$ cat config.mk
export PLATFORM = sky130hd
export DESIGN_NAME = civ_cpu_interrupt_vectoring
export DESIGN_NICKNAME = d
export VERILOG_FILES = /design/src/hw/civ_pkg.sv /design/src/hw/civ_cpu_interrupt_vectoring.sv
export SDC_FILE = /design/constraint.sdc
export NUM_CORES = 1
export LEC_CHECK = 0
export ABC_AREA = 1
export BUFFER_PORTS_ARGS = -buffer_cell sky130_fd_sc_hd__buf_2
export CORE_ASPECT_RATIO = 0.7
export CORE_MARGIN = 2
export CORE_UTILIZATION = 51
export DETAILED_ROUTE_END_ITERATION = 12
export PLACE_DENSITY = 0.78
export SLEW_MARGIN = 15
export SYNTH_ARGS = -nofsm -noshare
export SYNTH_HDL_FRONTEND = slang
export SYNTH_SLANG_ARGS = --single-unit
$ cat constraint.sdc
create_clock -name ref_clk -period 2.8 [get_ports ref_clk]
set_input_delay 0.42 -clock ref_clk [delete_from_list [all_inputs] [get_ports ref_clk]]
set_output_delay 0.42 -clock ref_clk [all_outputs]
set_load 0.1 [all_outputs]
$ cat src/hw/civ_pkg.sv
// package for the interrupt vectoring block
// assumes one cpu clock and a core that samples requests at instruction boundaries
package civ_pkg;

	// ****************************************************************
	// sizes and timing
	// ****************************************************************
	localparam int NUM_SRC         = 8;
	localparam int PC_W            = 16;
	localparam int ENTRY_CYC       = 5;
	localparam int RETURN_CYC      = 5;
	localparam int GIE_BIT         = 7;
	localparam int SP_RET_INC      = 2;

	// ****************************************************************
	// register offsets on the plain port
	// ****************************************************************
	localparam logic [3:0] OFS_STATUS  = 4'h0;
	localparam logic [3:0] OFS_CTRL    = 4'h1;
	localparam logic [3:0] OFS_ENABLE  = 4'h2;
	localparam logic [3:0] OFS_FLAG    = 4'h3;
	localparam logic [3:0] OFS_LEVEL   = 4'h4;
	localparam logic [3:0] OFS_VECTOR  = 4'h5;
	localparam logic [3:0] OFS_BOOTLO  = 4'h6;
	localparam logic [3:0] OFS_BOOTHI  = 4'h7;

	// ****************************************************************
	// field positions and reset values
	// ****************************************************************
	localparam int          CTRL_VTS_BIT  = 1;
	localparam logic [7:0]  STATUS_RST    = 8'h00;
	localparam logic [7:0]  CTRL_RST      = 8'h00;
	localparam logic [7:0]  ENABLE_RST    = 8'h00;
	localparam logic [7:0]  FLAG_RST      = 8'h00;
	localparam logic [15:0] BOOT_START_RST = 16'hF000;
	localparam logic [15:0] RESET_VEC_APP = 16'h0000;
	localparam logic [15:0] VEC_STRIDE    = 16'h0002;

	// ****************************************************************
	// types
	// ****************************************************************
	typedef enum logic [1:0] {
		ST_RUN    = 2'b00,
		ST_ENTRY  = 2'b01,
		ST_RETURN = 2'b10
	} civ_state_t;

	typedef struct packed {
		logic        writeEn;
		logic        readEn;
		logic [3:0]  addr;
		logic [7:0]  wdata;
	} civ_bus_req_t;

	typedef struct packed {
		logic        boundary;
		logic        setGie;
		logic        clearGie;
		logic        retInstr;
		logic [15:0] pc;
	} civ_core_t;

	typedef struct packed {
		logic        take;
		logic [15:0] vecAddr;
		logic [2:0]  vecIdx;
		logic        pushPc;
		logic        popPc;
		logic        spInc;
		logic        busy;
	} civ_fetch_t;

endpackage : civ_pkg

$ cat src/hw/civ_cpu_interrupt_vectoring.sv
// interrupt arbitration, vectoring and global enable control for an 8-bit core
// assumes core strobes are on ref_clk, peripheral events are synchronous pulses
//
// The implementer's own choices: the address-and-strobe port and the placing of the registers.
module civ_cpu_interrupt_vectoring #(
	parameter int NSRC = civ_pkg::NUM_SRC
) (
	input  wire logic                  ref_clk,
	input  wire logic                  sys_rst,
	input  wire logic                  clkEn,
	input  wire civ_pkg::civ_bus_req_t busReq,
	output logic [7:0]                 busRdata,
	input  wire logic [NSRC-1:0]       srcEvent,
	input  wire logic [NSRC-1:0]       srcLevelCond,
	input  wire civ_pkg::civ_core_t    core,
	input  wire logic                  reset_vector_fuse,
	input  wire logic                  app_section_lock,
	input  wire logic                  boot_section_lock,
	output civ_pkg::civ_fetch_t        fetch,
	output logic                       resetVecValid,
	output logic [15:0]                resetVecAddr
);

	// ****************************************************************
	// parameter check
	// ****************************************************************
	initial begin
		if (NSRC != 8) begin
			$error("civ: NSRC must be 8 to fit the 8-bit registers");
		end
	end

	// ****************************************************************
	// state
	// ****************************************************************
	typedef struct packed {
		civ_pkg::civ_state_t st;
		logic [2:0]          cnt;
		logic [7:0]          core_status_reg;
		logic [7:0]          core_control_reg;
		logic [7:0]          enable;
		logic [7:0]          flag;
		logic [7:0]          levelType;
		logic [15:0]         bootStart;
		logic                holdOne;
		logic [2:0]          winIdx;
		logic [7:0]          rdata;
		logic                rstVecPend;
		logic [2:0]          strapA;
		logic [2:0]          strapB;
		logic [2:0]          strapC;
		logic [2:0]          strapOk;
	} civ_reg_t;

	civ_reg_t q;
	civ_reg_t d;

	logic [7:0]  pendReq;
	logic        anyReq;
	logic [2:0]  winIdx;
	logic        protectBlock;
	logic        gieEff;
	logic        takeNow;
	logic [15:0] vecBase;
	logic [2:0]  strapPin;
	logic [2:0]  strapNext;

	// ****************************************************************
	// request gating and arbitration
	// ****************************************************************
	// boot protection: pc in boot section with boot lock, or in app section with app lock
	assign protectBlock = (q.strapOk[2] && (core.pc >= q.bootStart))
		|| (q.strapOk[1] && (core.pc < q.bootStart));
	// a clear on this cycle wins over the stored enable and a set, but not over a status write
	assign gieEff = q.core_status_reg[civ_pkg::GIE_BIT] && !core.clearGie;

	genvar gi;
	generate
		for (gi = 0; gi < 8; gi++) begin : g_req
			// level sources request straight from the condition, events from the flag
			assign pendReq[gi] = q.enable[gi]
				&& (q.levelType[gi] ? srcLevelCond[gi] : q.flag[gi]);
		end
	endgenerate

	always_comb begin
		winIdx = 3'h0;
		anyReq = 1'b0;
		for (int i = 7; i >= 0; i--) begin
			if (pendReq[i]) begin
				winIdx = 3'(i);
				anyReq = 1'b1;
			end
		end
	end

	assign takeNow = (q.st == civ_pkg::ST_RUN) && core.boundary && anyReq && gieEff
		&& !protectBlock && !q.holdOne && !core.setGie && !core.retInstr;

	assign vecBase = q.core_control_reg[civ_pkg::CTRL_VTS_BIT] ? q.bootStart : 16'h0000;

	// ****************************************************************
	// strap synchronisers
	// ****************************************************************
	// three stages per strap; a change counts once the second and third agree
	// stages keep running in reset so the straps are settled at release
	assign strapPin = {boot_section_lock, app_section_lock, reset_vector_fuse};

	generate
		for (gi = 0; gi < 3; gi++) begin : g_strap
			assign strapNext[gi] = (q.strapB[gi] == q.strapC[gi]) ? q.strapB[gi]
				: q.strapOk[gi];
		end
	endgenerate

	// ****************************************************************
	// next state
	// ****************************************************************
	always_comb begin
		d = q;
		d.rstVecPend = 1'b0;
		d.strapA = strapPin;
		d.strapB = q.strapA;
		d.strapC = q.strapB;
		d.strapOk = strapNext;
		// events always latch, whatever the enables
		d.flag = q.flag | (srcEvent & ~q.levelType);
		if (core.boundary && q.st == civ_pkg::ST_RUN) begin
			d.holdOne = 1'b0;
		end
		if (core.setGie) begin
			d.core_status_reg[civ_pkg::GIE_BIT] = 1'b1;
			d.holdOne = 1'b1;
		end
		if (core.clearGie) begin
			d.core_status_reg[civ_pkg::GIE_BIT] = 1'b0;
		end
		if (busReq.writeEn) begin
			case (busReq.addr)
				civ_pkg::OFS_STATUS: d.core_status_reg = busReq.wdata;
				civ_pkg::OFS_CTRL:   d.core_control_reg = busReq.wdata;
				civ_pkg::OFS_ENABLE: d.enable = busReq.wdata;
				civ_pkg::OFS_FLAG:   d.flag = (q.flag & ~busReq.wdata)
					| (srcEvent & ~q.levelType);
				civ_pkg::OFS_LEVEL:  d.levelType = busReq.wdata;
				civ_pkg::OFS_BOOTLO: d.bootStart[7:0] = busReq.wdata;
				civ_pkg::OFS_BOOTHI: d.bootStart[15:8] = busReq.wdata;
				default: begin
				end
			endcase
		end
		d.rdata = 8'h00;
		if (busReq.readEn) begin
			case (busReq.addr)
				civ_pkg::OFS_STATUS: d.rdata = q.core_status_reg;
				civ_pkg::OFS_CTRL:   d.rdata = q.core_control_reg;
				civ_pkg::OFS_ENABLE: d.rdata = q.enable;
				civ_pkg::OFS_FLAG:   d.rdata = q.flag;
				civ_pkg::OFS_LEVEL:  d.rdata = q.levelType;
				civ_pkg::OFS_VECTOR: d.rdata = {4'h0, anyReq, winIdx};
				civ_pkg::OFS_BOOTLO: d.rdata = q.bootStart[7:0];
				civ_pkg::OFS_BOOTHI: d.rdata = q.bootStart[15:8];
				default:             d.rdata = 8'h00;
			endcase
		end
		case (q.st)
			civ_pkg::ST_RUN: begin
				if (takeNow) begin
					d.st = civ_pkg::ST_ENTRY;
					d.cnt = 3'(civ_pkg::ENTRY_CYC - 1);
					d.winIdx = winIdx;
					d.core_status_reg[civ_pkg::GIE_BIT] = 1'b0;
					if (!q.levelType[winIdx]) begin
						d.flag[winIdx] = srcEvent[winIdx];
					end
				end else if (core.retInstr && core.boundary) begin
					d.st = civ_pkg::ST_RETURN;
					d.cnt = 3'(civ_pkg::RETURN_CYC - 1);
				end
			end
			civ_pkg::ST_ENTRY: begin
				d.cnt = q.cnt - 3'h1;
				if (q.cnt == 3'h0) begin
					d.st = civ_pkg::ST_RUN;
				end
			end
			civ_pkg::ST_RETURN: begin
				d.cnt = q.cnt - 3'h1;
				if (q.cnt == 3'h0) begin
					d.st = civ_pkg::ST_RUN;
					d.core_status_reg[civ_pkg::GIE_BIT] = 1'b1;
					d.holdOne = 1'b1;
				end
			end
			default: d.st = civ_pkg::ST_RUN;
		endcase
	end

	always_ff @(posedge ref_clk) begin
		if (sys_rst) begin
			q.st               <= civ_pkg::ST_RUN;
			q.cnt              <= 3'h0;
			q.core_status_reg  <= civ_pkg::STATUS_RST;
			q.core_control_reg <= civ_pkg::CTRL_RST;
			q.enable           <= civ_pkg::ENABLE_RST;
			q.flag             <= civ_pkg::FLAG_RST;
			q.levelType        <= 8'h00;
			q.bootStart        <= civ_pkg::BOOT_START_RST;
			q.holdOne          <= 1'b0;
			q.winIdx           <= 3'h0;
			q.rdata            <= 8'h00;
			q.rstVecPend       <= 1'b1;
			q.strapA           <= d.strapA;
			q.strapB           <= d.strapB;
			q.strapC           <= d.strapC;
			q.strapOk          <= d.strapOk;
		end else if (clkEn) begin
			q <= d;
		end
	end

	// ****************************************************************
	// outputs
	// ****************************************************************
	assign busRdata       = q.rdata;
	assign fetch.take     = takeNow;
	// entry k sits at base + (k+1) * stride; reset is entry zero
	assign fetch.vecAddr  = vecBase + 16'({13'h0, q.winIdx} + 16'h1) * civ_pkg::VEC_STRIDE;
	assign fetch.vecIdx   = q.winIdx;
	assign fetch.pushPc   = (q.st == civ_pkg::ST_ENTRY);
	assign fetch.popPc    = (q.st == civ_pkg::ST_RETURN);
	assign fetch.spInc    = (q.st == civ_pkg::ST_RETURN) && (q.cnt == 3'h0);
	assign fetch.busy     = (q.st != civ_pkg::ST_RUN);
	assign resetVecValid  = q.rstVecPend;
	assign resetVecAddr   = q.strapOk[0] ? q.bootStart : civ_pkg::RESET_VEC_APP;
endmodule : civ_cpu_interrupt_vectoring

==> impl_summary.txt <==
----------------------------------------------------
[Outcome]
  Outcome ... finished, violations left
  Violations in the final reports ... negative setup slack

[Drt]
  Drt drc ... 0
  Total detailed-routing wirelength ... 17200 um
  Via total after detailed routing ... 5767
  First-iteration detailed-routing DRC count ... 591
  Post-DRT Antenna Nets ... 0
  Detailed-route wire length per cell ... 16.5 um
  Number of vias per cell after detailed routing ... 5.56
  Total iterations of the first detailed-routing run ... 6

[Placement]
  Gpl congestion ... 0.975
  Number of cells after detailed placement ... 1013
  # port buffers ... 104
  Dpl hpwl ... 13100 um
  Worst slack after detailed placement ... -0.0612 ns

[Floorplanning]
  Top-Level Pins ... 105
  Die W ... 128 um
  Height of the die ... 90.8 um
  Standard-cell rows ... 31
  Initial Util ... 52.6%
  Placeable core region ... 0.0104 mm^2
  Overall die area ... 0.0116 mm^2

[Logic synthesis]
  Top flip-flop cell by instance count after synthesis ... dfxtp_1
  Mapped Area ... 0.00549 mm^2
  Synth top area share ... 27.0%
  Gate Count Post-Synth ... 789
  Leading cell type by number of instances after synthesis ... nand2_1
  Cell taking the most area after synthesis ... dfxtp_1
  Distinct cell type count of the synthesized netlist ... 49
  Synth async-reset ratio ... 0%
  Syn_area_per_cell ... 6.96 um^2
  Post-synthesis sequential element count ... 86
  Number of warning messages in the yosys log ... 0
  Cells taking the most area after synthesis ... dfxtp_1 (27%), nand2_1 (11%), a21oi_1 (8.1%)
  Share of the yosys chip area belonging to registers ... 33.5%
  Number of enable flip-flop cells after synthesis ... 12
  Most frequent cells after synthesis ... nand2_1 (160), inv_1 (115), a21oi_1 (89)
  Number of nets in the synthesized netlist ... 873

[Worst hold path]
  Hold-critical path depth ... 1
  HP Class ... input port to register

[Timing]
  Final Max Slew Viols ... 0
  WHS ... 0.247 ns
  Maximum clock rate ... 319 MHz
  Worst path setup slack after routing ... -0.331 ns
  Time the final worst path needs with I/O delays and setup ... 3.13 ns
  Worst Clk Skew ... 0.00860 ns
  Final setup fails ... 9
  RSZ-0062 raised after global routing ... yes
  Slew headroom ... 60.3%
  Total count of hold-check failures in the final report ... 0
  Worst-margin pin slew ... 0.594 ns
  Portion of the clock cycle consumed by the worst path in the final layout ... 112%

[Layout]
  Final Net Count ... 984
  Total inserted antenna cells ... 0
  Layout cells sized above 1 ... 27.8%
  Filler-free cell count of the finished design ... 1037
  Final core utilization ... 68.4%
  Signed area change from the synthesized netlist to the final layout ... 29.8%

[GRT]
  Wire length of the first global-routing pass ... 26700 um
  Largest net degree at the start of global routing ... 43
  Vias in the first global route ... 5236
  Total GRT Usage ... 29.5%
  Number of antenna violations at the first check in global routing ... 0
  Total congestion overflow ... 0

[Power and ir drop]
  P_leak ... 3.23 nW
  Worst supply voltage drop on vdd ... 0.441 mV
  Total design power ... 3.17 mW
  Power per cell area ... 444 mW/mm^2

[Clocking]
  Clock latency on the worst-skew pair ... 0.35 ns
  Maximum number of buffers from clock root to sink ... 2
  H-tree depth ... 3
  CTS tree ... done
  Reg clk slew, reported paths ... 0.07 ns
  Sink Count ... 86
  Clock buffers created by TritonCTS ... 9
  Number of buffers added to fix hold violations after cts ... 0
  Clk root buf ... clkbuf_16

[Worst setup path]
  Critical-path maximum fanout ... 4
  Critical path required time ... 2.38 ns
  R2R Setup Slk ... 0.38 ns
  Number of cells on the worst reg-to-reg path ... 14
  CP startpoint kind ... register
  Critical Path End Type ... output pin
  CP Class ... register to output pin
  Crit path arrival time ... 2.71 ns

[Run]
  Maximum capacitance violations ... 0

----------------------------------------------------
==> flip-flops by register name, summed over array words and instances (netlist names) <==
register,flops
q,68
busRdata,8
d,6
fetch,3
resetVecValid,1
==> kinds of logic (layout without fill, tap and decap cells) <==
family / count (synthesis) / after routing / synth area share [%]
and+or+nand+nor: 316 / 316 / 26.9
AOI/OAI and AO/OA: 178 / 178 / 18.2
buffers and inverters: 165 / 281 / 12.3
DFF: 86 / 86 / 33.5
adders and majority gates: 28 / 28 / 6.51
xor gates and xnor gates: 15 / 15 / 2.39
muxes: 1 / 1 / 0.182
==> final cells by class <==
cell class / instances / area, um^2
clock buffers: 9 / 225
repair buffers: 133 / 948
inverters: 132 / 498
clock inverters: 7 / 87.6
fillers: 883 / 3300
flip-flops and latches: 86 / 1850
multi-input cells: 538 / 3350
well taps: 132 / 165
==> layer usage <==
layer	wire length, um	GRT usage, %	up-vias
li1	-	-	2789
met1	7490	42.4	2614
met5	0	0	-
met2	7240	42.2	329
met3	2110	10.0	35
met4	314	7.78	0
==> report_power, final <==
| group | leakage, nW | total, mW | internal, mW | switching, mW |
|---|---|---|---|---|
| clock network | 0.155 | 1.27 | 0.716 | 0.558 |
| registers | 0.724 | 1.35 | 1.31 | 0.0413 |
| logic | 2.36 | 0.547 | 0.144 | 0.403 |
==> final timing paths <==
path	start	end
setup / recovery	fetch[4]	fetch[17]
hold / removal	reset_vector_fuse	d[6]
setup reg to reg	q[30]	q[82]
hold reg to reg	d[7]	d[4]
==> metrics by stage <==
step                      instance area, um^2  setup TNS (ns)
after global routing                     7130           -2.91
after detailed placement                 6660          -0.130
after floorplan                          5820           -2.03
after global placement                   6660         -0.0422
final                                    7130           -1.81
after CTS                                7060           -1.89
==> worst max-delay path, stage by stage (launching register included) <==
cell and delay (ns):
dfxtp_4 0.36, ha_4 0.16, xor2_2 0.15, ha_4 0.29, buf_6 0.10, nand3_4 0.06
nand2_4 0.09, a21oi_4 0.06, nor4_4 0.19, nand3_2 0.16, buf_4 0.16, buf_6 0.10
buf_4 0.14, xor2_4 0.15, buf_12 0.19
==> placed cells by master (no fill, tap or decap), types with 6 or more instances in the layout <==
master	count
o21ai_0	52
nor2_1	51
a21oi_1	83
buf_4	24
ha_1	22
nand4_1	9
o211ai_1	6
buf_12	13
clkbuf_16	9
nand2_1	154
dfxtp_2	7
inv_1	111
xor2_4	6
dfxtp_1	66
edfxtp_1	12
nand3_2	6
nand3_1	46
nand2_2	19
inv_2	19
buf_2	91
o22ai_1	11
==> repair_timing <==
item,in CTS,in global routing
endpoints found under the setup margin,9,12
resized for setup,10,14
setup buffers,6,2
pin swaps,17,4
Note: power is estimated with default switching activity, not from simulation.
